## config.mk

```make
export PLATFORM = sky130hd
export DESIGN_NAME = qtrc_top
export DESIGN_NICKNAME = d
export VERILOG_FILES = /design/src/hdl/qtrc_pkg.sv /design/src/hdl/qtrc_top.sv
export SDC_FILE = /design/constraint.sdc
export NUM_CORES = 1
export LEC_CHECK = 0
export BUFFER_PORTS_ARGS = -buffer_cell sky130_fd_sc_hd__buf_2
export CORE_ASPECT_RATIO = 0.7
export CORE_MARGIN = 2
export CORE_UTILIZATION = 25
export DETAILED_ROUTE_END_ITERATION = 10
export GPL_TIMING_DRIVEN = 0
export HOLD_SLACK_MARGIN = 0.06
export REMOVE_ABC_BUFFERS = 1
export SETUP_SLACK_MARGIN = 0.02
export SLEW_MARGIN = 20
export SYNTH_ARGS = -nofsm -noshare
export SYNTH_HDL_FRONTEND = slang
export SYNTH_SLANG_ARGS = --single-unit
```

## constraint.sdc

```tcl
create_clock -name hclk -period 2.4 [get_ports hclk]
set_input_delay 0 -clock hclk [delete_from_list [all_inputs] [get_ports hclk]]
set_output_delay 0 -clock hclk [all_outputs]
set_load 0.01 [all_outputs]
```

## src/hdl/qtrc_pkg.sv

```systemverilog
package qtrc_pkg;
   // Register indices; byte address is four times the index
   localparam logic [7:0] IDX_RUN_CTRL = 8'h0e;
   localparam logic [7:0] IDX_T0_CFG = 8'h0f;
   localparam logic [7:0] IDX_PRESET_HI = 8'h10;
   localparam logic [7:0] IDX_PRESET_LO = 8'h11;
   localparam logic [7:0] IDX_COUNT_HI = 8'h12;
   localparam logic [7:0] IDX_COUNT_LO = 8'h13;
   localparam logic [7:0] IDX_IRQ_STATUS = 8'h20;
   localparam logic [7:0] IDX_IRQ_MASK = 8'h21;

   // Field positions
   localparam int RUN_LSB = 4;
   localparam int CFG_HALT_BIT = 7;
   localparam int CFG_SRC_LSB = 4;
   localparam int CFG_RESTART_BIT = 3;
   localparam int CFG_CLK_LSB = 0;
   localparam logic [7:0] CFG_WRITABLE = 8'hbb;

   // Reset values
   localparam logic [3:0] RUN_RESET = 4'h0;
   localparam logic [7:0] CFG_RESET = 8'h00;
   localparam logic [15:0] PRESET_RESET = 16'h0000;
   localparam logic [3:0] IRQ_RESET = 4'h0;

   typedef enum logic [1:0] {
      QTRC_SRC_NONE = 2'b00,
      QTRC_SRC_TX_END = 2'b01,
      QTRC_SRC_TRIM_NOUF = 2'b10,
      QTRC_SRC_TRIM_UF = 2'b11
   } qtrc_src_t;

   typedef enum logic [1:0] {
      QTRC_CLK_FAST = 2'b00,
      QTRC_CLK_SLOW = 2'b01,
      QTRC_CLK_T2_UF = 2'b10,
      QTRC_CLK_T1_UF = 2'b11
   } qtrc_clk_t;

   // Tick generation from the bus clock
   localparam int SYS_KHZ = 25000;
   localparam int FAST_KHZ = 13560;
   localparam int SLOW_HZ = 211875;
   localparam int SLOW_DIV = (FAST_KHZ * 1000) / SLOW_HZ;
endpackage : qtrc_pkg

```

## src/hdl/qtrc_top.sv

```systemverilog
// Notes on behaviour
// - A write to the run control register changes a running bit only where its write-enable bit is one.
// - Writing ff starts all four timers, writing f0 changes nothing.
// - Bits 7 to 4 of the run control register read back whether timers 3 to 0 are counting.
// - A masked write of one starts a timer and a masked write of zero stops it.
// - Enable bits 3..0 gate running bits 7..4 and read as zero.
// - With halt on receive set, timer 0 stops once the receiver has taken its first four bits.
// - In an oscillator trimming mode the halt on receive bit is ignored.
// - Start source 00 gives no automatic start, 01 starts timer 0 at the end of a transmission.
// - Start source 10 and 11 trim against the low-frequency oscillator, without and with underflow.
// - With reload on zero set and start source other than 10, timer 0 reloads its preset at zero and keeps counting.
// - With reload on zero clear, timer 0 stops at zero and its running bit drops.
// - Every underflow of timer 0 sets the underflow flag.
// - Clock select 00 counts at 13.56 MHz and 01 at 211.875 kHz.
// - Clock select 10 counts underflows of timer 2 and 11 underflows of timer 1.
// - Each start event and each reload at zero loads the counter from the preset, so preset changes act at the next start or reload.
//
// The implementer's own choice: the AHB-Lite register port.
`timescale 1ns/10ps
module qtrc_top #(
   parameter logic [15:0] OTHER_PRESET = 16'h00ff
) (
   input wire logic hclk,
   input wire logic hresetn,
   input wire logic hsel,
   input wire logic [31:0] haddr,
   input wire logic [1:0] htrans,
   input wire logic hwrite,
   input wire logic [2:0] hsize,
   input wire logic [31:0] hwdata,
   input wire logic hready,
   output logic [31:0] hrdata,
   output logic hreadyout,
   output logic hresp,
   input wire logic tx_done,
   input wire logic rx_nibble_done,
   input wire logic low_frequency_oscillator,
   output logic irq
);
   logic [31:0] hrdata_reg;
   logic irq_reg;
   logic wr_pend_reg;
   logic [7:0] wr_idx_reg;
   logic [3:0] run_reg;
   logic [7:0] cfg_reg;
   logic [15:0] preset_reg;
   logic [15:0] cnt0_reg;
   logic [15:0] cnt_reg [1:3];
   logic [3:0] uf_reg;
   logic [3:0] status_reg;
   logic [3:0] mask_reg;
   logic [15:0] acc_reg;
   logic fast_tick_reg;
   logic [5:0] slow_cnt_reg;
   logic slow_tick_reg;
   logic [2:0] osc_sync_reg;

   logic [7:0] wdata;
   logic wr_ctrl;
   logic [3:0] sw_start;
   logic [3:0] sw_stop;
   logic trim_mode;
   logic osc_rise;
   logic t0_start;
   logic t0_stop;
   logic halt_ev;
   logic tick0;
   logic uf0_allowed;
   logic [16:0] acc_sum;

   function automatic logic [7:0] reg_index(input logic [31:0] a);
      reg_index = a[9:2];
   endfunction : reg_index

   assign hrdata = hrdata_reg;
   assign hreadyout = 1'b1;
   assign hresp = 1'b0;
   assign irq = irq_reg;

   // Bus slave: zero wait states, read data prepared at the address phase
   wire addr_phase = hsel && htrans[1] && hready;
   always_ff @(posedge hclk or negedge hresetn) begin
      if (!hresetn) begin
         wr_pend_reg <= 1'b0;
         wr_idx_reg <= 8'h00;
      end else begin
         wr_pend_reg <= addr_phase && hwrite;
         wr_idx_reg <= reg_index(haddr);
      end
   end

   always_ff @(posedge hclk or negedge hresetn) begin
      if (!hresetn) begin
         hrdata_reg <= 32'h0000_0000;
      end else if (addr_phase && !hwrite) begin
         case (reg_index(haddr))
            qtrc_pkg::IDX_RUN_CTRL: hrdata_reg <= {24'h000000, run_reg, 4'h0};
            qtrc_pkg::IDX_T0_CFG: hrdata_reg <= {24'h000000, cfg_reg};
            qtrc_pkg::IDX_PRESET_HI: hrdata_reg <= {24'h000000, preset_reg[15:8]};
            qtrc_pkg::IDX_PRESET_LO: hrdata_reg <= {24'h000000, preset_reg[7:0]};
            qtrc_pkg::IDX_COUNT_HI: hrdata_reg <= {24'h000000, cnt0_reg[15:8]};
            qtrc_pkg::IDX_COUNT_LO: hrdata_reg <= {24'h000000, cnt0_reg[7:0]};
            qtrc_pkg::IDX_IRQ_STATUS: hrdata_reg <= {28'h0000000, status_reg};
            qtrc_pkg::IDX_IRQ_MASK: hrdata_reg <= {28'h0000000, mask_reg};
            default: hrdata_reg <= 32'h0000_0000;
         endcase
      end
   end

   assign wdata = hwdata[7:0];
   assign wr_ctrl = wr_pend_reg && (wr_idx_reg == qtrc_pkg::IDX_RUN_CTRL);
   assign sw_start = {4{wr_ctrl}} & wdata[3:0] & wdata[7:4];
   assign sw_stop = {4{wr_ctrl}} & wdata[3:0] & ~wdata[7:4];

   always_ff @(posedge hclk or negedge hresetn) begin
      if (!hresetn) begin
         cfg_reg <= qtrc_pkg::CFG_RESET;
         preset_reg <= qtrc_pkg::PRESET_RESET;
         mask_reg <= qtrc_pkg::IRQ_RESET;
      end else if (wr_pend_reg) begin
         case (wr_idx_reg)
            qtrc_pkg::IDX_T0_CFG: cfg_reg <= wdata & qtrc_pkg::CFG_WRITABLE;
            qtrc_pkg::IDX_PRESET_HI: preset_reg[15:8] <= wdata;
            qtrc_pkg::IDX_PRESET_LO: preset_reg[7:0] <= wdata;
            qtrc_pkg::IDX_IRQ_MASK: mask_reg <= wdata[3:0];
            default: ;
         endcase
      end
   end

   // Time base: fractional accumulator gives 13.56 MHz ticks on average
   assign acc_sum = {1'b0, acc_reg} + 17'(qtrc_pkg::FAST_KHZ);
   always_ff @(posedge hclk or negedge hresetn) begin
      if (!hresetn) begin
         acc_reg <= 16'h0000;
         fast_tick_reg <= 1'b0;
         slow_cnt_reg <= 6'h00;
         slow_tick_reg <= 1'b0;
      end else begin
         if (acc_sum >= 17'(qtrc_pkg::SYS_KHZ)) begin
            acc_reg <= 16'(acc_sum - 17'(qtrc_pkg::SYS_KHZ));
            fast_tick_reg <= 1'b1;
         end else begin
            acc_reg <= acc_sum[15:0];
            fast_tick_reg <= 1'b0;
         end
         slow_tick_reg <= 1'b0;
         if (fast_tick_reg) begin
            if (slow_cnt_reg == 6'(qtrc_pkg::SLOW_DIV - 1)) begin
               slow_cnt_reg <= 6'h00;
               slow_tick_reg <= 1'b1;
            end else begin
               slow_cnt_reg <= slow_cnt_reg + 6'h01;
            end
         end
      end
   end

   // Oscillator pin is asynchronous
   always_ff @(posedge hclk or negedge hresetn) begin
      if (!hresetn) begin
         osc_sync_reg <= 3'h0;
      end else begin
         osc_sync_reg <= {osc_sync_reg[1:0], low_frequency_oscillator};
      end
   end
   assign osc_rise = osc_sync_reg[1] && !osc_sync_reg[2];

   // Timers 1 to 3: fixed preset, free reload, started and stopped by software only
   generate
      for (genvar i = 1; i < 4; i++) begin : g_other
         always_ff @(posedge hclk or negedge hresetn) begin
            if (!hresetn) begin
               cnt_reg[i] <= 16'h0000;
               uf_reg[i] <= 1'b0;
            end else begin
               uf_reg[i] <= 1'b0;
               if (sw_start[i]) begin
                  cnt_reg[i] <= OTHER_PRESET;
               end else if (run_reg[i] && fast_tick_reg) begin
                  if (cnt_reg[i] == 16'h0000) begin
                     cnt_reg[i] <= OTHER_PRESET;
                     uf_reg[i] <= 1'b1;
                  end else begin
                     cnt_reg[i] <= cnt_reg[i] - 16'h0001;
                  end
               end
            end
         end
         always_ff @(posedge hclk or negedge hresetn) begin
            if (!hresetn) begin
               run_reg[i] <= qtrc_pkg::RUN_RESET[i];
            end else if (sw_start[i]) begin
               run_reg[i] <= 1'b1;
            end else if (sw_stop[i]) begin
               run_reg[i] <= 1'b0;
            end
         end
      end
   endgenerate

   // Timer 0 start and stop sources; software has priority
   wire [1:0] src = cfg_reg[qtrc_pkg::CFG_SRC_LSB +: 2];
   wire [1:0] clk_sel = cfg_reg[qtrc_pkg::CFG_CLK_LSB +: 2];
   assign trim_mode = src[1];
   assign halt_ev = cfg_reg[qtrc_pkg::CFG_HALT_BIT] && !trim_mode && rx_nibble_done && run_reg[0];
   assign t0_start = sw_start[0]
                     || (src == qtrc_pkg::QTRC_SRC_TX_END && tx_done)
                     || (trim_mode && osc_rise && !run_reg[0]);
   assign t0_stop = sw_stop[0] || halt_ev || (trim_mode && osc_rise && run_reg[0]);

   always_comb begin
      case (clk_sel)
         qtrc_pkg::QTRC_CLK_FAST: tick0 = fast_tick_reg;
         qtrc_pkg::QTRC_CLK_SLOW: tick0 = slow_tick_reg;
         qtrc_pkg::QTRC_CLK_T2_UF: tick0 = uf_reg[2];
         qtrc_pkg::QTRC_CLK_T1_UF: tick0 = uf_reg[1];
         default: tick0 = 1'b0;
      endcase
   end
   // Trimming without underflow stops at zero with no flag
   assign uf0_allowed = (src != qtrc_pkg::QTRC_SRC_TRIM_NOUF);

   always_ff @(posedge hclk or negedge hresetn) begin
      if (!hresetn) begin
         cnt0_reg <= 16'h0000;
         run_reg[0] <= qtrc_pkg::RUN_RESET[0];
         uf_reg[0] <= 1'b0;
      end else begin
         uf_reg[0] <= 1'b0;
         if (sw_start[0] || (t0_start && !t0_stop)) begin
            cnt0_reg <= preset_reg;
            run_reg[0] <= 1'b1;
         end else if (t0_stop) begin
            run_reg[0] <= 1'b0;
         end else if (run_reg[0] && tick0) begin
            if (cnt0_reg == 16'h0000) begin
               if (!uf0_allowed) begin
                  run_reg[0] <= 1'b0;
               end else if (cfg_reg[qtrc_pkg::CFG_RESTART_BIT]) begin
                  cnt0_reg <= preset_reg;
                  uf_reg[0] <= 1'b1;
               end else begin
                  run_reg[0] <= 1'b0;
                  uf_reg[0] <= 1'b1;
               end
            end else begin
               cnt0_reg <= cnt0_reg - 16'h0001;
            end
         end
      end
   end

   // Sticky underflow flags; a new event beats a clear in the same cycle
   always_ff @(posedge hclk or negedge hresetn) begin
      if (!hresetn) begin
         status_reg <= qtrc_pkg::IRQ_RESET;
      end else if (wr_pend_reg && wr_idx_reg == qtrc_pkg::IDX_IRQ_STATUS) begin
         status_reg <= (status_reg & ~wdata[3:0]) | uf_reg;
      end else begin
         status_reg <= status_reg | uf_reg;
      end
   end

   always_ff @(posedge hclk or negedge hresetn) begin
      if (!hresetn) begin
         irq_reg <= 1'b0;
      end else begin
         irq_reg <= |(status_reg & mask_reg);
      end
   end
endmodule : qtrc_top

```

* Word-level counts from Yosys, hierarchy flattened *
Index checks and enable logic that the tools add are counted.

word-level totals
  register bits = 171

cells by class
  magnitude comparators = 1
  muxes and demuxes = 49
  reductions and logical operators = 50
  add/sub/neg operators = 7
  bitwise operators = 9
  equal/unequal tests = 24

operator list
  kind                                                                     number
  16-bit 2-to-1 mux                                                        16
  16-bit logical NOT                                                       4
  8-bit case mux with 8 select lines                                       1
  16-bit by 1-bit subtractor with 16-bit output, second input constant     4
  8-bit by 5-bit == test with 1-bit output, second input constant          6
  8-bit by 4-bit == test with 1-bit output, second input constant          4
  8-bit by 6-bit == test with 1-bit output, second input constant          4
  1-bit 2-to-1 mux                                                         29
  4-bit AND                                                                5
  1-bit logical AND                                                        19
  16-bit by 14-bit adder with 17-bit output, second input constant         1
  17-bit by 15-bit >= comparator with 1-bit output, second input constant  1
  16-bit by 15-bit subtractor with 16-bit output, second input constant    1
  2-bit nonzero test                                                       7
  4-bit inverter                                                           2
  4-bit OR                                                                 2
  2-bit AND reduction                                                      4
  6-bit by 1-bit adder with 6-bit output, second input constant            1
  6-bit == test, second input constant                                     1
  6-bit 2-to-1 mux                                                         1
  3-bit != test, second input constant                                     2
  3-bit nonzero test                                                       2
  1-bit logical NOT                                                        5
  1-bit logical OR                                                         5
  other kinds (11)                                                         13

* Longest topological paths before layout *
Gate-level depths: netlist of the first run.

  depth after elaboration = 11
  gate-level depth with buffers = 11

* Worst setup path after synthesis of the first run *
No wires, ideal clock.

  path type = reg2reg
  start = register acc_reg[3]
  end = register acc_reg[5]
  data arrival time = 2.549 ns
  cell stages (with the launch flop) = 9
  library setup time = 0.125 ns
  required time = 2.275 ns
  path slack = -0.274 ns
  clock period less this slack = 2.674 ns
  cells stage by stage = dfrtp_1 > inv_1 > ha_1 > nor4b_2 > or4b_2 > nand4_1 > nand4_4 > a21oi_2 > mux2_4

between the ends
  cells in the longest elaborated chain, start to end = 3
  elaborated cells on any way between the ends = 4

RTL lines
  element                                                                                                             line                              RTL
  start, declared                                                                                                     qtrc_top.sv:52                    logic [15:0] acc_reg;
  start signal, assigned                                                                                              qtrc_top.sv:141                   acc_reg <= 16'(acc_sum - 17'(qtrc_pkg::SYS_KHZ));
  start signal, assigned                                                                                              qtrc_top.sv:144                   acc_reg <= acc_sum[15:0];
  16-bit by 14-bit adder with 17-bit output *                                                                         qtrc_top.sv:132                   assign acc_sum = {1'b0, acc_reg} + 17'(qtrc_pkg::FAST_KHZ);
  16-bit by 15-bit subtractor with 16-bit output or 17-bit by 15-bit >= comparator with 1-bit output (tied branches)  qtrc_top.sv:141, qtrc_top.sv:140
  16-bit 2-to-1 mux *                                                                                                 qtrc_top.sv:140                   if (acc_sum >= 17'(qtrc_pkg::SYS_KHZ)) begin

Every way passes the cells marked *; elsewhere a longest branch is shown, timed or not.
A chain may end at the register's enable or synchronous reset.

* Final worst setup path of the first run *
  start = register acc_reg[3]
  end = register acc_reg[14]

The elaborated chain is that of the path after synthesis.

==> summary.md, run 1 <==
| Metric | Value |
|---|---|
| Initial standard-cell utilization of the core | `25.2%` |
| Buffers from clock root to sink, at most | `2` |
| Minimum hold slack | `0.0602 ns` |
| Failing checks | `setup timing` |
| Total clock buffers created by CTS | `17` |
| Flip-flop count of the largest register after layout | `48` |
| Io pins | `112` |
| Root buffer cell | `sky130_fd_sc_hd__clkbuf_16` |
| Count of buffering cells on the critical path with inverters included | `3` |
| Leak | `0.00422 uW` |
| Global-route wire length before repair | `33500 um` |
| Capturing instance or port of the critical path | `acc_reg[14]$_DFF_PN0_` |
| Outcome | `finished, violations left` |
| Setup repair after global routing missed its margin | `yes` |
| Biggest fanout along the worst timing path | `5` |
| Largest stage delay, worst path | `0.48 ns` |
| Final max-slew violation count | `0` |
| Met2 WL post-DR | `8750 um` |
| Most frequent cells in the layout | `139 x sky130_fd_sc_hd__dfrtp_1, 70 x sky130_fd_sc_hd__nand2_1, 54 x sky130_fd_sc_hd__nor2_1` |
| Crit end category | `flip-flop` |
| Met3 Wirelength | `1560 um` |
| Ys async rst share | `100%` |
| Placed standard-cell area | `8590 um2` |
| Fraction of synthesized cell area taken by the top area cell type | `44.5%` |
| Pwr per Cell Area | `656 nW/um2` |
| Leading register cell type out of synthesis | `sky130_fd_sc_hd__dfrtp_1` |
| Highest clock frequency the design can meet | `398 MHz` |
| Launch point of the critical path | `acc_reg[3]$_DFFE_PN0N_` |
| Detailed-routing iteration count for the pre-antenna-repair pass | `7` |
| Post-synth design cell area | `8090 um2` |
| Kind of cell adding the most delay to the critical path | `simple AND/OR/NAND/NOR gates` |
| Combined area of the multi-input logic cells | `4710 um2` |
| Number of nets in the layout | `997` |
| Clock skew after layout | `0.0117 ns` |
| Post-synthesis cell count | `813` |
| Mean post-synth cell area | `9.95 um2` |
| Uppermost routed layer | `met4` |
| XOR/XNOR Fraction of Synth Area | `5.63%` |
| Worst vdd rail ir drop | `0.364 mV` |
| Clock-pin slew reported for the worst setup and hold paths after clock tree synthesis | `0.06 ns` |
| Total clock sinks | `144` |
| Overall die area | `33800 um2` |
| Row Count | `55` |
| Placer congestion estimate | `0.799` |
| Cell types with the largest area share after synthesis | `sky130_fd_sc_hd__dfrtp_1 45%, sky130_fd_sc_hd__xnor2_1 4.7%, sky130_fd_sc_hd__mux2_2 4.2%` |
| CP startpoint kind | `flip-flop` |
| WL/cell | `15.8 um` |
| Max-cap violation count | `0` |
| Remaining design rule violation count | `0` |
| Number of flip-flops and latches in the synthesized netlist | `144` |
| Core ar. | `32100 um2` |
| Count of filler cells inserted in the layout | `3262` |
| X dimension of the die | `219 um` |
| CP Data Arrival Time | `2.83 ns` |
| P&R area growth vs syn | `27.5%` |
| Met1 Routed Length | `10700 um` |
| Detailed placer's ending HPWL | `13800 um` |
| Number of flops mapped to enable cells by yosys | `0` |
| Number of antenna violations at the first check in global routing | `0` |
| Multiplexer share of the synthesized area | `7.02%` |
| Crit-path cells | `inv_4, ha_4, or4b_4, nand4b_1, nand4_1, buf_4, buf_6, a31oi_4, o32ai_2, a31o_2` |
| Worst hold-check path type | `primary input to asynchronous set/reset pin` |
| Antenna diode count | `0` |
| Vias/cell | `4.96` |
| Post-route total power | `6770 uW` |
| Reg area | `3610 um2` |
| Fraction of final layout cells with drive strength greater than 1 | `27.2%` |
| GR Util All Layers | `12.5%` |
| CTS tree | `built` |
| Critical register-to-register path startpoint | `acc_reg[3]$_DFFE_PN0N_` |
| Remaining antenna violation count | `0` |
| Synth Area in Compound Gates | `13.7%` |
| Vias in the first global route | `6262` |
| Port Buffers | `33` |
| Endpoint required time on the critical path | `2.72 ns` |
| Library cell contributing the largest single delay on the critical path | `sky130_fd_sc_hd__or4b_4` |
| Critical R2R Capture | `acc_reg[14]$_DFF_PN0_` |
| Source-to-sink clock delay at the later pin of the worst-skew pair | `0.44 ns` |
| CTS H-tree depth | `4` |
| Clock period minus final worst setup slack | `2.51 ns` |
| Syn. warnings | `0` |
| Total global routing overflow | `0` |
| Critical path depth | `10` |
| Max-slew headroom | `37.9%` |
| Leading cell type in the layout, fill and taps excluded | `sky130_fd_sc_hd__dfrtp_1` |
| Minimum setup slack among reg-to-reg paths | `-0.11 ns` |
| Die H | `155 um` |
| Number of DRC markers after the initial detailed-route iteration | `569` |
| Cell type with the largest total area after synthesis | `sky130_fd_sc_hd__dfrtp_1` |
| Vias after detailed routing | `6678` |
| Final standard cell area without fillers | `10300 um2` |
| Main combinational cell family by area after synthesis | `simple AND/OR/NAND/NOR gates` |
| Adder and majority gate portion of the synthesized area | `2.01%` |
| Final worst path period share | `105%` |
| Total routed wirelength | `21300 um` |
| Count of distinct cell types in the synthesized netlist | `83` |
| Simple-gate area share of the yosys netlist | `21.9%` |
| Final setup slack of the worst path | `-0.115 ns` |
| Final setup violating endpoints | `8` |
| Slew at the pin closest to its max-slew limit | `0.929 ns` |
| Sequential fraction of the synthesis area | `44.5%` |
| Maximum number of pins on one net before global-route repair | `96` |
| Final-report hold violation count | `0` |
| Depth of the most critical reg-to-reg path | `10` |
| Path type of the worst setup path | `flip-flop to flip-flop` |
power by group:
group          switching [uW]  total (uW)  leakage [uW]  internal (uW)
Sequential                360        3040       0.00177           2680
Combinational             598        1120       0.00217            523
Clock                    1040        2610      0.000279           1570
Total                    2000        6770       0.00422           4770
how the worst min path moves through the flow:
stage / slack, ns / end
after floorplan: -0.30 / acc_reg[10]$_DFF_PN0_
after global placement: 0.12 / osc_sync_reg[0]$_DFF_PN0_
after detailed placement: -0.06 / preset_reg[2]$_DFFE_PN0P_
after CTS: 0.07 / preset_reg[2]$_DFFE_PN0P_
after global routing: 0.08 / preset_reg[2]$_DFFE_PN0P_
final: 0.06 / preset_reg[2]$_DFFE_PN0P_
per-layer routing:
layer | vias to the layer above | GRT usage (%)
li1 | 3146 | -
met5 | - | 0
met4 | 0 | 3.51
met2 | 219 | 17.5
met1 | 3291 | 18.8
met3 | 22 | 3.26
synth_stat cells (7+ instances only):
library cell	instances
sky130_fd_sc_hd__dfrtp_1	144
sky130_fd_sc_hd__nand2_1	77
sky130_fd_sc_hd__nor2_1	58
sky130_fd_sc_hd__o21ai_0	49
sky130_fd_sc_hd__xnor2_1	43
sky130_fd_sc_hd__nor3_1	32
sky130_fd_sc_hd__mux2_2	30
sky130_fd_sc_hd__buf_4	26
sky130_fd_sc_hd__a21oi_1	22
sky130_fd_sc_hd__clkbuf_1	22
sky130_fd_sc_hd__nor4_1	22
sky130_fd_sc_hd__inv_1	20
sky130_fd_sc_hd__nand3_1	18
sky130_fd_sc_hd__mux2i_1	17
sky130_fd_sc_hd__ha_1	13
sky130_fd_sc_hd__o211ai_1	13
sky130_fd_sc_hd__a21o_1	11
sky130_fd_sc_hd__and2_1	11
sky130_fd_sc_hd__nand4_1	10
sky130_fd_sc_hd__o2bb2ai_1	10
sky130_fd_sc_hd__xor2_1	9
sky130_fd_sc_hd__nor2b_1	8
sky130_fd_sc_hd__or3_1	7
per-stage QoR:
| step | setup TNS [ns] | worst slack [ns] | instances | utilization, % |
|---|---|---|---|---|
| after CTS | -1.05 | -0.160 | 1327 | 30.8 |
| after global routing | -1.66 | -0.190 | 1346 | 32.2 |
| after floorplan | -1.56 | -0.276 | 781 | - |
| after detailed placement | -21.22 | -0.829 | 1242 | 26.8 |
| final | -0.514 | -0.115 | 1346 | 32.2 |
| after global placement | -146.37 | -0.890 | 1241 | 26.6 |
area by class of cell:
| cell class | instances | share of cell area [%] |
|---|---|---|
| Multi-Input combinational cell | 619 | 45.6 |
| Inverter | 20 | 0.752 |
| Timing Repair Buffer | 105 | 7.92 |
| Sequential cell | 144 | 35.0 |
| Tap cell | 427 | 5.18 |
| Clock inverter | 10 | 1.09 |
| Clock buffer | 21 | 4.46 |
kinds of logic (layout without fill, tap and decap cells):
family | Yosys count | in the layout
flip-flops | 144 | 144
AND/OR/NAND/NOR | 312 | 313
XOR/XNOR | 52 | 52
buffers and inverters | 76 | 156
adder cells (fa/ha/maj) | 13 | 13
multiplexers | 50 | 50
AO/OA/AOI/OAI | 164 | 165
other | 2 | 26
worst reg2reg max path: stages (launching register included):
cell and delay (ns):
sky130_fd_sc_hd__dfrtp_2 0.43, sky130_fd_sc_hd__inv_4 0.09, sky130_fd_sc_hd__ha_4 0.18, sky130_fd_sc_hd__or4b_4 0.48, sky130_fd_sc_hd__nand4b_1 0.14, sky130_fd_sc_hd__nand4_1 0.24
sky130_fd_sc_hd__buf_4 0.24, sky130_fd_sc_hd__buf_6 0.11, sky130_fd_sc_hd__a31oi_4 0.16, sky130_fd_sc_hd__o32ai_2 0.09, sky130_fd_sc_hd__a31o_2 0.23
timing repair:
| action | 4_1_cts | 5_1_grt |
|---|---|---|
| gates cloned | 1 | 1 |
| buffers inserted | 37 | 19 |
| hold endpoints to repair | 188 | 0 |
| pin swaps | 19 | 28 |
| hold buffers | 20 | 0 |
| gates resized for setup | 61 | 59 |
| endpoints found under the setup margin | 62 | 68 |
Note: power is estimated with default switching activity, not from simulation.
==> run 2: changes to the inputs <==
CORE_MARGIN = not set   (was 2)
clock period = 2.9 ns   (was 2.4 ns; I/O delays follow)
==> run 2 against run 1 <==
  * The run now ends clean
  * Maximum frequency is 7.9% lower
  * Power is 14% lower
  * Clock power is 3% lower
  * Worst hold slack better by 0.027 ns
  * Clock skew is 0.0025 ns lower
  * First-iteration DRC count is 6.0% higher
  * Register-to-register slack better by 0.28 ns
  * Non-clock buffer count is 46 lower
  * Combinational power is 30% lower
  * Clock-buffer cell count is 1 higher
  * Sequential cell count stayed put
  * Final cell count is 4.1% lower
  * Largest cell class unchanged
==> summary.md, run 2 (synthesis gave the netlist of run 1 again) <==
| Metric | Value |
|---|---|
| Crit end category | `flip-flop (unchanged)` |
| Max-slew headroom | `35.9% (was 37.9%)` |
| WL/cell | `15.1 um (was 15.8 um)` |
| CP Data Arrival Time | `3.05 ns (was 2.83 ns)` |
| Detailed-routing iteration count for the pre-antenna-repair pass | `5 (was 7)` |
| Count of filler cells inserted in the layout | `3324 (was 3262)` |
| Leak | `0.00389 uW (was 0.00422 uW)` |
| Final max-slew violation count | `0 (unchanged)` |
| Launch point of the critical path | `acc_reg[3]$_DFFE_PN0N_ (unchanged)` |
| Slew at the pin closest to its max-slew limit | `0.958 ns (was 0.929 ns)` |
| Fraction of final layout cells with drive strength greater than 1 | `16.2% (was 27.2%)` |
| Detailed placer's ending HPWL | `13800 um (about the same)` |
| Vias/cell | `4.92 (was 4.96)` |
| Library cell contributing the largest single delay on the critical path | `sky130_fd_sc_hd__or4b_2 (was sky130_fd_sc_hd__or4b_4)` |
| Core ar. | `31500 um2 (was 32100 um2)` |
| Placer congestion estimate | `0.796 (was 0.799)` |
| Pwr per Cell Area | `609 nW/um2 (was 656 nW/um2)` |
| Depth of the most critical reg-to-reg path | `8 (was 10)` |
| CTS tree | `built (unchanged)` |
| Clock skew after layout | `0.00921 ns (was 0.0117 ns)` |
| Initial standard-cell utilization of the core | `25.7% (was 25.2%)` |
| Final setup violating endpoints | `0 (was 8)` |
| Path type of the worst setup path | `flip-flop to flip-flop (unchanged)` |
| Clock-pin slew reported for the worst setup and hold paths after clock tree synthesis | `0.06 ns (about the same)` |
| Total clock sinks | `144 (unchanged)` |
| Buffers from clock root to sink, at most | `2 (unchanged)` |
| Row Count | `54 (was 55)` |
| Final worst path period share | `94.2% (was 105%)` |
| Root buffer cell | `sky130_fd_sc_hd__clkbuf_16 (unchanged)` |
| Total routed wirelength | `19500 um (was 21300 um)` |
| CTS H-tree depth | `4 (unchanged)` |
| Crit-path cells | `inv_1, ha_2, nor4b_4, or4b_2, nand4_1, nand4_4, a21oi_4, mux2_4 (was inv_4, ha_4, or4b_4, nand4b_1, nand4_1, buf_4, buf_6, a31oi_4, o32ai_2, a31o_2)` |
| Die H | `153 um (was 155 um)` |
| Vias in the first global route | `5866 (was 6262)` |
| Maximum number of pins on one net before global-route repair | `90 (was 96)` |
| Outcome | `finished clean (was finished, violations left)` |
| Max-cap violation count | `0 (unchanged)` |
| Worst hold-check path type | `primary input to asynchronous set/reset pin (unchanged)` |
| Capturing instance or port of the critical path | `acc_reg[5]$_DFF_PN0_ (was acc_reg[14]$_DFF_PN0_)` |
| Leading cell type in the layout, fill and taps excluded | `sky130_fd_sc_hd__dfrtp_1 (unchanged)` |
| Final setup slack of the worst path | `0.169 ns (was -0.115 ns)` |
| Setup repair after global routing missed its margin | `no (was yes)` |
| Post-route total power | `5820 uW (was 6770 uW)` |
| Highest clock frequency the design can meet | `366 MHz (was 398 MHz)` |
| Final-report hold violation count | `0 (unchanged)` |
| Minimum setup slack among reg-to-reg paths | `0.17 ns (was -0.11 ns)` |
| Source-to-sink clock delay at the later pin of the worst-skew pair | `0.43 ns (was 0.44 ns)` |
| Number of nets in the layout | `949 (was 997)` |
| Number of antenna violations at the first check in global routing | `0 (unchanged)` |
| GR Util All Layers | `12.1% (was 12.5%)` |
| CP startpoint kind | `flip-flop (unchanged)` |
| Overall die area | `33100 um2 (was 33800 um2)` |
| Remaining antenna violation count | `0 (unchanged)` |
| Antenna diode count | `0 (unchanged)` |
| Biggest fanout along the worst timing path | `7 (was 5)` |
| P&R area growth vs syn | `18.0% (was 27.5%)` |
| Global-route wire length before repair | `31800 um (was 33500 um)` |
| X dimension of the die | `217 um (was 219 um)` |
| Io pins | `112 (unchanged)` |
| Total global routing overflow | `0 (unchanged)` |
| Largest stage delay, worst path | `0.67 ns (was 0.48 ns)` |
| Critical R2R Capture | `acc_reg[5]$_DFF_PN0_ (was acc_reg[14]$_DFF_PN0_)` |
| Worst vdd rail ir drop | `0.372 mV (was 0.364 mV)` |
| Critical register-to-register path startpoint | `acc_reg[3]$_DFFE_PN0N_ (unchanged)` |
| Worst setup timing slack at the placement stage | `-0.359 ns (was -0.829 ns)` |
| Port Buffers | `33 (unchanged)` |
| Number of DRC markers after the initial detailed-route iteration | `603 (was 569)` |
| Most frequent cells in the layout | `142 x sky130_fd_sc_hd__dfrtp_1, 77 x sky130_fd_sc_hd__nand2_1, 56 x sky130_fd_sc_hd__nor2_1 (was 139 x sky130_fd_sc_hd__dfrtp_1, 70 x sky130_fd_sc_hd__nand2_1, 54 x sky130_fd_sc_hd__nor2_1)` |
| Clock period minus final worst setup slack | `2.73 ns (was 2.51 ns)` |
| Count of buffering cells on the critical path with inverters included | `1 (was 3)` |
| Endpoint required time on the critical path | `3.21 ns (was 2.72 ns)` |
| Vias after detailed routing | `6348 (was 6678)` |
| Critical path depth | `8 (was 10)` |
| Kind of cell adding the most delay to the critical path | `simple AND/OR/NAND/NOR gates (unchanged)` |
| Remaining design rule violation count | `0 (unchanged)` |
| Total clock buffers created by CTS | `17 (unchanged)` |
| Flip-flop count of the largest register after layout | `48 (unchanged)` |
==> run 2: stage by stage <==
stage	instances	TNS (ns)	instance area, um2	utilization (%)	hold WS, ns
after floorplan	781	0	7850	-	-0.296
after global placement	1234	-56.15	8540	27.1	0.110
after detailed placement	1235	-3.29	8580	27.3	-0.0403
after CTS	1287	0	9490	30.1	0.0929
after global routing	1291	0	9550	30.3	0.119
final	1291	0	9550	30.3	0.0877
==> run 2: timing repair <==
action | 4_1_cts | 5_1_grt
setup endpoints to repair | 28 | 12
hold buffers | 20 | 0
buffers inserted | 1 | 4
hold endpoints to repair | 190 | 0
gates resized for setup | 8 | 9
pin swaps | 0 | 2
==> run 2: cell type report <==
class	count	area [um2]	share of cell area (%)
clock buffer	22	464	4.86
timing repair buffer	59	440	4.61
sequential	144	3610	37.8
multi-input combinational	617	4240	44.4
clock inverter	9	204	2.14
tap	420	526	5.50
inverter	20	75.1	0.786
==> run 2: metal layers <==
metal	track usage [%]	part of all wire, %	vias to the layer above
met5	0	0	-
met4	3.02	1.1	0
met3	3.29	6.2	20
met2	15.9	39	180
met1	18.9	53	3128
li1	-	-	3020
==> run 2: worst register-to-register path: stages (launching register included) <==
cell and delay [ns]:
sky130_fd_sc_hd__dfrtp_2 0.45, sky130_fd_sc_hd__inv_1 0.12, sky130_fd_sc_hd__ha_2 0.24, sky130_fd_sc_hd__nor4b_4 0.16
sky130_fd_sc_hd__or4b_2 0.67, sky130_fd_sc_hd__nand4_1 0.22, sky130_fd_sc_hd__nand4_4 0.19, sky130_fd_sc_hd__a21oi_4 0.25
sky130_fd_sc_hd__mux2_4 0.31
==> run 2: how the worst min path moves through the flow <==
stage                                         from                    endpoint  slack (ns)  cells after the start
after CTS                                  hresetn   preset_reg[2]$_DFFE_PN0P_        0.09                      2
after global routing                       hresetn       hrdata[6]$_DFFE_PN0P_        0.12                      2
after detailed placement                   hresetn  preset_reg[10]$_DFFE_PN0P_       -0.04                      1
final                                      hresetn       hrdata[6]$_DFFE_PN0P_        0.09                      2
after floorplan                            hresetn       acc_reg[10]$_DFF_PN0_       -0.30                      0
after global placement    low_frequency_oscillator   osc_sync_reg[0]$_DFF_PN0_        0.11                      1
==> run 2: report_power, final <==
group	total (uW)	leakage (uW)	switching (uW)	internal (uW)
registers	2500	0.00177	284	2220
logic	785	0.00181	428	356
clock network	2530	0.000317	874	1660
